--- src/shared/blpmd_pkg.sv ---
// Contract
// - hold write strobe high at refresh
// - twenty-bit address sent as row, column
// - release data pins while device drives
// - page mode: row once, toggle columns
// - every row refreshed within refresh period
// - self refresh: hold row strobe low
// - distributed refresh one row per 125us
// - exit self refresh: row strobe high trc
// - after self refresh, distributed needs no burst
// - self refresh row strobe low 100us
// - one column strobe suffices for refresh
// - power-up 100us wait, eight refreshes
package blpmd_pkg;
   localparam int unsigned CLK_MHZ = 25;
   localparam int unsigned CLK_NS = 40;
   localparam int unsigned ADDR_W = 10;
   localparam int unsigned DATA_W = 16;
   localparam int unsigned TRC_NS = 130;
   localparam int unsigned TRP_NS = 50;
   localparam int unsigned TRAS_NS = 70;
   localparam int unsigned TCAS_NS = 20;
   localparam int unsigned TCP_NS = 10;
   localparam int unsigned TRCD_NS = 20;
   localparam int unsigned TWRP_NS = 10;
   localparam int unsigned TREFI_US = 125;
   localparam int unsigned TPWRUP_US = 100;
   localparam int unsigned SELF_REFRESH_ENTRY_TIME_US = 100;
   localparam int unsigned WAKE_CYCLES = 8;
   localparam int unsigned TRP_CYC = (TRC_NS + CLK_NS - 1) / CLK_NS;
   localparam int unsigned TRAS_CYC = (TRAS_NS + CLK_NS - 1) / CLK_NS;
   localparam int unsigned TCAS_CYC = (TCAS_NS + CLK_NS - 1) / CLK_NS;
   localparam int unsigned TRCD_CYC = (TRCD_NS + CLK_NS - 1) / CLK_NS;
   localparam int unsigned TREFI_CYC = TREFI_US * CLK_MHZ;
   localparam int unsigned TPWRUP_CYC = TPWRUP_US * CLK_MHZ;
   localparam int unsigned SELF_REFRESH_ENTRY_TIME_CYC = (SELF_REFRESH_ENTRY_TIME_US + 1) * CLK_MHZ;
   localparam logic [3:0] WAKE_CNT = 4'h8;

   typedef enum {
      BLPMD_INIT, BLPMD_IDLE, BLPMD_ROW, BLPMD_COL, BLPMD_CASUP, BLPMD_PRE,
      BLPMD_CBR_CAS, BLPMD_CBR_RAS, BLPMD_SELF
   } blpmd_state_type;

   typedef struct packed {
      logic valid;
      logic write;
      logic [1:0] byte_en;
      logic [19:0] addr;
      logic [15:0] wdata;
      logic last;
   } blpmd_req_type;

   typedef struct packed {
      logic row_n;
      logic col_lo_n;
      logic col_hi_n;
      logic write_n;
      logic oe_n;
      logic [9:0] addr;
      logic [15:0] dq_out;
      logic [1:0] dq_oe;
   } blpmd_pins_type;
endpackage

--- src/blpmd_ctrl.sv ---
`timescale 1ns/1ns
module blpmd_ctrl #(
   parameter int unsigned REFI_CYC = blpmd_pkg::TREFI_CYC,
   parameter int unsigned PWRUP_CYC = blpmd_pkg::TPWRUP_CYC,
   parameter int unsigned SELF_CYC = blpmd_pkg::SELF_REFRESH_ENTRY_TIME_CYC
) (
   input wire logic sys_clk,
   input wire logic resetn,
   input wire blpmd_pkg::blpmd_req_type req,
   output logic req_ready,
   output logic [15:0] rdata,
   output logic rdata_valid,
   input wire logic self_req,
   output logic in_self,
   output logic init_done,
   output blpmd_pkg::blpmd_pins_type pins,
   input wire logic [15:0] dq_in
);
   typedef struct packed {
      blpmd_pkg::blpmd_state_type st;
      logic [22:0] tmr;
      logic [22:0] refi;
      logic [3:0] wake;
      logic ref_due;
      logic open;
      logic [9:0] open_row;
      logic wr;
      logic [1:0] be;
      logic [9:0] col;
      logic last;
      logic [15:0] rdata;
      logic rvalid;
      logic self;
      logic done;
      blpmd_pkg::blpmd_pins_type p;
   } blpmd_regs_type;

   blpmd_regs_type r, next_r;
   logic rst_a, rst_n;
   logic [15:0] dq_s1, dq_s2, dq_s3, dq_f;

   always_ff @(posedge sys_clk or negedge resetn) begin
      if (!resetn) begin
         rst_a <= 1'b0;
         rst_n <= 1'b0;
      end else begin
         rst_a <= 1'b1;
         rst_n <= rst_a;
      end
   end

   // a data bit is taken only once the second and third stages agree, so a bit caught while the
   // device output turns on is never latched as read data
   always_ff @(posedge sys_clk) begin
      dq_s1 <= dq_in;
      dq_s2 <= dq_s1;
      dq_s3 <= dq_s2;
      dq_f <= (~(dq_s2 ^ dq_s3) & dq_s3) | ((dq_s2 ^ dq_s3) & dq_f);
   end

   wire can_take = (r.st == blpmd_pkg::BLPMD_IDLE && !r.ref_due && !self_req && r.done)
                || (r.st == blpmd_pkg::BLPMD_CASUP && r.tmr == 23'h0 && !r.last && !r.ref_due);
   wire same_row = r.open && (req.addr[19:10] == r.open_row);
   assign req_ready = can_take && (r.st == blpmd_pkg::BLPMD_IDLE || same_row);

   always_comb begin
      next_r = r;
      next_r.rvalid = 1'b0;
      if (r.tmr != 23'h0) begin
         next_r.tmr = r.tmr - 23'h1;
      end
      if (r.refi != 23'h0) begin
         next_r.refi = r.refi - 23'h1;
      end else begin
         next_r.refi = 23'(REFI_CYC);
         next_r.ref_due = 1'b1;
      end
      unique case (r.st)
         blpmd_pkg::BLPMD_INIT: begin
            if (r.tmr == 23'h0) begin
               next_r.wake = blpmd_pkg::WAKE_CNT;
               next_r.st = blpmd_pkg::BLPMD_PRE;
               next_r.ref_due = 1'b1;
            end
         end
         blpmd_pkg::BLPMD_IDLE: begin
            if (r.ref_due || r.wake != 4'h0) begin
               next_r.p.col_lo_n = 1'b0;
               next_r.p.col_hi_n = 1'b0;
               next_r.p.write_n = 1'b1;
               next_r.p.dq_oe = 2'b00;
               next_r.st = blpmd_pkg::BLPMD_CBR_CAS;
            end else if (self_req && r.done) begin
               next_r.self = 1'b1;
               next_r.p.col_lo_n = 1'b0;
               next_r.p.write_n = 1'b1;
               next_r.st = blpmd_pkg::BLPMD_CBR_CAS;
            end else if (req_ready && req.valid) begin
               next_r.p.addr = req.addr[19:10];
               next_r.p.row_n = 1'b0;
               next_r.open = 1'b1;
               next_r.open_row = req.addr[19:10];
               next_r.wr = req.write;
               next_r.be = req.byte_en;
               next_r.col = req.addr[9:0];
               next_r.last = req.last;
               next_r.p.dq_out = req.wdata;
               next_r.tmr = 23'(blpmd_pkg::TRCD_CYC);
               next_r.st = blpmd_pkg::BLPMD_ROW;
            end
         end
         blpmd_pkg::BLPMD_ROW: begin
            next_r.p.addr = r.col;
            if (r.tmr == 23'h0) begin
               next_r.p.write_n = !r.wr;
               next_r.p.oe_n = r.wr;
               next_r.p.dq_oe = r.wr ? r.be : 2'b00;
               next_r.p.col_lo_n = !r.be[0];
               next_r.p.col_hi_n = !r.be[1];
               // strobe stays low until valid data has crossed all three sampling stages
               next_r.tmr = 23'(blpmd_pkg::TCAS_CYC + 3);
               next_r.st = blpmd_pkg::BLPMD_COL;
            end
         end
         blpmd_pkg::BLPMD_COL: begin
            if (r.tmr == 23'h0) begin
               if (!r.wr) begin
                  next_r.rdata = dq_f;
                  next_r.rvalid = 1'b1;
               end
               next_r.p.col_lo_n = 1'b1;
               next_r.p.col_hi_n = 1'b1;
               next_r.p.oe_n = 1'b1;
               next_r.p.write_n = 1'b1;
               next_r.p.dq_oe = 2'b00;
               next_r.tmr = 23'(blpmd_pkg::TCAS_CYC);
               next_r.st = blpmd_pkg::BLPMD_CASUP;
            end
         end
         blpmd_pkg::BLPMD_CASUP: begin
            if (r.tmr == 23'h0) begin
               if (req_ready && req.valid) begin
                  next_r.wr = req.write;
                  next_r.be = req.byte_en;
                  next_r.col = req.addr[9:0];
                  next_r.last = req.last;
                  next_r.p.dq_out = req.wdata;
                  // column goes out a cycle ahead of the strobe, as on the first access
                  next_r.p.addr = req.addr[9:0];
                  next_r.st = blpmd_pkg::BLPMD_ROW;
               end else begin
                  next_r.p.row_n = 1'b1;
                  next_r.open = 1'b0;
                  next_r.tmr = 23'(blpmd_pkg::TRP_CYC);
                  next_r.st = blpmd_pkg::BLPMD_PRE;
               end
            end
         end
         blpmd_pkg::BLPMD_PRE: begin
            if (r.tmr == 23'h0) begin
               next_r.st = blpmd_pkg::BLPMD_IDLE;
               if (r.wake == 4'h0 && r.self == 1'b0) begin
                  next_r.done = 1'b1;
               end
            end
         end
         blpmd_pkg::BLPMD_CBR_CAS: begin
            next_r.p.row_n = 1'b0;
            next_r.tmr = r.self ? 23'(SELF_CYC) : 23'(blpmd_pkg::TRAS_CYC);
            next_r.st = r.self ? blpmd_pkg::BLPMD_SELF : blpmd_pkg::BLPMD_CBR_RAS;
            if (!r.self) begin
               // an interval tick landing in this very cycle must not be lost
               next_r.ref_due = (r.refi == 23'h0);
               if (r.wake != 4'h0) begin
                  next_r.wake = r.wake - 4'h1;
               end
            end
         end
         blpmd_pkg::BLPMD_CBR_RAS: begin
            if (r.tmr == 23'h0) begin
               next_r.p.row_n = 1'b1;
               next_r.p.col_lo_n = 1'b1;
               next_r.p.col_hi_n = 1'b1;
               next_r.tmr = 23'(blpmd_pkg::TRP_CYC);
               next_r.st = blpmd_pkg::BLPMD_PRE;
            end
         end
         blpmd_pkg::BLPMD_SELF: begin
            // refresh timer held at its reload value; device refreshes itself
            next_r.ref_due = 1'b0;
            next_r.refi = 23'(REFI_CYC);
            if (r.tmr == 23'h0 && !self_req) begin
               next_r.p.row_n = 1'b1;
               next_r.p.col_lo_n = 1'b1;
               next_r.self = 1'b0;
               next_r.tmr = 23'(blpmd_pkg::TRP_CYC);
               next_r.st = blpmd_pkg::BLPMD_PRE;
            end
         end
      endcase
   end

   always_ff @(posedge sys_clk or negedge rst_n) begin
      if (!rst_n) begin
         r <= '{st: blpmd_pkg::BLPMD_INIT, tmr: 23'(PWRUP_CYC), refi: 23'(REFI_CYC), wake: 4'h0,
                ref_due: 1'b0, open: 1'b0, open_row: 10'h000, wr: 1'b0, be: 2'h0, col: 10'h000,
                last: 1'b0, rdata: 16'h0000, rvalid: 1'b0, self: 1'b0, done: 1'b0,
                p: '{row_n: 1'b1, col_lo_n: 1'b1, col_hi_n: 1'b1, write_n: 1'b1, oe_n: 1'b1,
                     addr: 10'h000, dq_out: 16'h0000, dq_oe: 2'h0}};
      end else begin
         r <= next_r;
      end
   end

   assign pins = r.p;
   assign rdata = r.rdata;
   assign rdata_valid = r.rvalid;
   assign in_self = r.st == blpmd_pkg::BLPMD_SELF;
   assign init_done = r.done;
endmodule // blpmd_ctrl
--- config.mk ---
export PLATFORM = sky130hd
export DESIGN_NAME = blpmd_ctrl
export DESIGN_NICKNAME = d
export VERILOG_FILES = /design/src/shared/blpmd_pkg.sv /design/src/blpmd_ctrl.sv
export SDC_FILE = /design/constraint.sdc
export NUM_CORES = 1
export LEC_CHECK = 0
export ABC_CLOCK_PERIOD_IN_PS = 7660
export BUFFER_PORTS_ARGS = -buffer_cell sky130_fd_sc_hd__buf_2
export CAP_MARGIN = 40
export CORE_MARGIN = 2
export CORE_UTILIZATION = 60
export CTS_CLUSTER_DIAMETER = 150
export DETAILED_ROUTE_END_ITERATION = 8
export PLACE_DENSITY_LB_ADDON = 0.15
export SYNTH_ARGS = -nofsm -noshare
export SYNTH_HDL_FRONTEND = slang
export SYNTH_SLANG_ARGS = --single-unit
--- constraint.sdc ---
create_clock -name sys_clk -period 7.66 [get_ports sys_clk]
set_input_delay 1.149 -clock sys_clk [delete_from_list [all_inputs] [get_ports sys_clk]]
set_output_delay 1.149 -clock sys_clk [all_outputs]
set_load 0.01 [all_outputs]
==> summary.md <==
| Metric | Value |
|---|---|
| Largest delay contributor family on the critical path | `simple AND/OR/NAND/NOR gates` |
| Crit. End Element | `output port` |
| CP cell instances | `inv_1 -> ha_1 -> nand2b_1 -> or4_1 -> nor3_1 -> nand2_1 -> o22a_1 -> nor3_1 -> buf_2` |
| Ports | `roughly 110` |
| Post-layout util | `0.692` |
| Vias | `5813` |
| Vias in the first global route | `between 5k and 6k` |
| Total wire length | `approximately 18 mm` |
| First-pass GRT wire length | `28.6 mm` |
| Startpoint Class | `register` |
| Max Root-Sink Buffers | `2` |
| Max Fclk | `232 MHz` |
| RSZ-0062 raised after global routing | `false` |
| Largest area contributor in the netlist | `dfrtp_1` |
| Post-synth EDFFs | `16` |
| Die Width | `around 120 µm` |
| Post-route ant nets | `0` |
| MaxCap Viol Count | `0` |
| Post-synth top area share | `0.342` |
| Hold path depth | `0` |
| Synthesized cell area | `approximately 0.0086 mm²` |
| Initial Util | `0.618` |
| Top-count cell post-synth | `dfrtp_1` |
| Pins Over Slew Limit | `0` |
| Layout cells sized above 1 | `0.305` |
| Cts repair resizes | `0` |
| # setup viols final | `0` |
| Sequential-to-total area share from yosys stat | `0.557` |
| Clock Skews | `around 0.013 ns` |
| Layout area overhead | `12.0%` |
| CP arrival | `between 3 and 4 ns` |
| Cell variety after synth | `between 70 and 80` |
| Max H-tree Level | `4` |
| Synth cell count leaders | `dfrtp_1 (118), mux2_2 (62), nand2_1 (56)` |
| DR iter-0 viols | `roughly 320` |
| Yosys warns | `0` |
| Fin. Hold Viols | `0` |
| Status | `completed` |
| CTS root buffer | `clkbuf_16` |
| Post-synth net total | `slightly above 800` |
| IO buf count | `between 100 and 150` |
| Hold buffer count at cts | `0` |
| Placed cell area | `0.00906 mm²` |
| Nets@finish | `881` |
| Clk pin slew, worst setup/hold paths | `about 0.08 ns` |
| Die area | `about 0.015 mm²` |
| Slowest stage delay, CP | `roughly 0.56 ns` |
| Mapped Cells | `around 750` |
| Largest net degree at the start of global routing | `about 70` |
| Hold slack | `0.330 ns` |
| Worst r2r path cells | `8` |
| Total Routing Usage GR | `0.242` |
| CP Data Required Time | `approximately 6.5 ns` |
| Critical Path Stages | `9` |
| CORE AREA | `about 0.014 mm²` |
| Synth top area cells | `dfrtp_1 (34%), dfxtp_1 (11%), mux2_2 (8.1%)` |
| Asr flop ratio synth | `0.677` |
| Commonest register cell after synthesis | `dfrtp_1` |
| Post-route design area | `roughly 0.0097 mm²` |
| Post-CTS setup buffer count | `0` |
| Yosys reg bits | `198` |
| Grt ovf | `0` |
| CTS Buf Count | `17` |
| Fin crit share | `0.563` |
| Worst-skew pair later-pin latency | `about 0.43 ns` |
| Avg WL per Cell | `~18 µm` |
| RePlAce Congestion | `0.955` |
| Die Height | `~120 µm` |
| Class of the worst hold path | `register to register` |
| Site Rows | `between 40 and 50` |
| DRC viols | `0` |
| Vias per cell | `around 5.8` |
| Antenna fix cells | `0` |
| Leakage power | `between 4 and 5 nW` |
| WP buf/inv | `2` |
| Sink Count | `198` |
| VDD IR max | `0.203 mV` |
| Slew @ Worst Pin | `between 0.8 and 0.9 ns` |
| Slowest CP cell | `or4_1` |
| Pre-Repair DR Iteration Count | `7` |
| DP HPWL | `12.5 mm` |
| Tmin final | `4.31 ns` |
| Synthesized area per cell | `about 12 µm²` |
| Antenna violations before repair | `0` |
| CTS tree | `done` |
| Setup TNS | `0 ns` |
| Top cell by count, worst path | `nor3_1` |
| Worst-path fanout max | `6` |
| Slew headroom | `0.446` |
| Power per cell area | `approximately 210 mW/mm²` |
| Critical path type | `register to output port` |
-- worst paths after layout --
path                              startpoint                  end  slack (ns)
max                         r[105]$_DFF_PN0_            req_ready        3.35
min                         dq_s1[2]$_DFF_P_     dq_s2[2]$_DFF_P_        0.33
max reg2reg                r[79]$_DFFE_PN0P_    r[64]$_DFFE_PN0P_        3.96
min reg2reg                 dq_s1[2]$_DFF_P_     dq_s2[2]$_DFF_P_        0.33
max in group asynchronous    rst_n$_DFF_PN0_     r[107]$_DFF_PN1_        6.17
min in group asynchronous    rst_n$_DFF_PN0_  pins[6]$_DFFE_PN0P_        0.45
-- worst register-to-register path, cell delays in order, from the launching register on --
cell	delay, ns
dfrtp_1	0.42
inv_1	0.07
ha_1	0.17
nor4b_1	0.51
a21boi_1	0.67
nand3_1	0.70
a21oi_4	0.44
buf_12	0.23
mux2_2	0.37
-- where the power goes --
part           total, mW  internal, mW  switching, mW  leakage, nW
Combinational     0.0407        0.0210         0.0198         1.81
Sequential          1.09          1.08         0.0145         2.27
Clock              0.906         0.452          0.455        0.299
-- layout by cell type, fill, tap and decap left out, types with 8 or more instances in the layout --
master	Yosys	layout
a21oi_1	22	21
a22oi_1	11	11
a31oi_1	8	8
buf_2	5	112
clkbuf_16	0	17
dfrtp_1	118	117
dfstp_2	16	16
dfxtp_1	48	48
edfxtp_1	16	16
inv_1	13	13
mux2_2	62	62
nand2_1	56	56
nand3_1	10	10
nand4_1	8	8
nor2_1	54	54
nor3_1	18	18
nor4_1	9	9
o21ai_0	20	20
o31ai_1	11	11
or3_1	13	13
xnor2_1	48	48
xor2_1	15	15
-- logic make-up (layout without fill, tap and decap cells) --
group | count (synthesis) | count (layout) | synth area share
DFF | 198 | 198 | 0.557
xor gates and xnor gates | 63 | 63 | 0.0639
adders and majority gates | 5 | 5 | 0.00724
buffers and inverters | 87 | 167 | 0.0620
other | 1 | 1 | 0.000434
and+or+nand+nor | 211 | 211 | 0.129
muxes | 67 | 67 | 0.0882
AOI/OAI and AO/OA | 117 | 117 | 0.0918
-- sequential cells by signal, indices dropped and copies added (netlist names) --
register	count
r	81
pins	33
dq_f	16
dq_s1	16
dq_s2	16
dq_s3	16
rdata	16
init_done	1
rdata_valid	1
rst_a	1
rst_n	1
-- per-stage QoR --
step / power [mW] / worst slack, ns / cells
floorplan: 1.13 / 3.68 / 749
global placement: 1.15 / 3.63 / 975
detailed placement: 1.15 / 3.79 / 977
CTS: 2.06 / 3.38 / 1009
global route: 2.11 / 3.18 / 1009
finish: 2.04 / 3.35 / 1009
-- per-layer routing --
metal  share of wire  routed length, µm  track usage
met5               0                  0            0
met4           0.022                387       0.0969
met3           0.062               1100       0.0673
met2            0.49               8620        0.390
met1            0.43               7620        0.310
-- final cells by class --
class,instances,area (µm²)
timing repair buffer,121,661
inverter,14,52.6
fill,1023,4310
sequential,198,4820
clock inverter,15,191
clock buffer,17,425
multi-input combinational,464,3310
tap,180,225
Note: power is estimated with default switching activity, not from simulation.
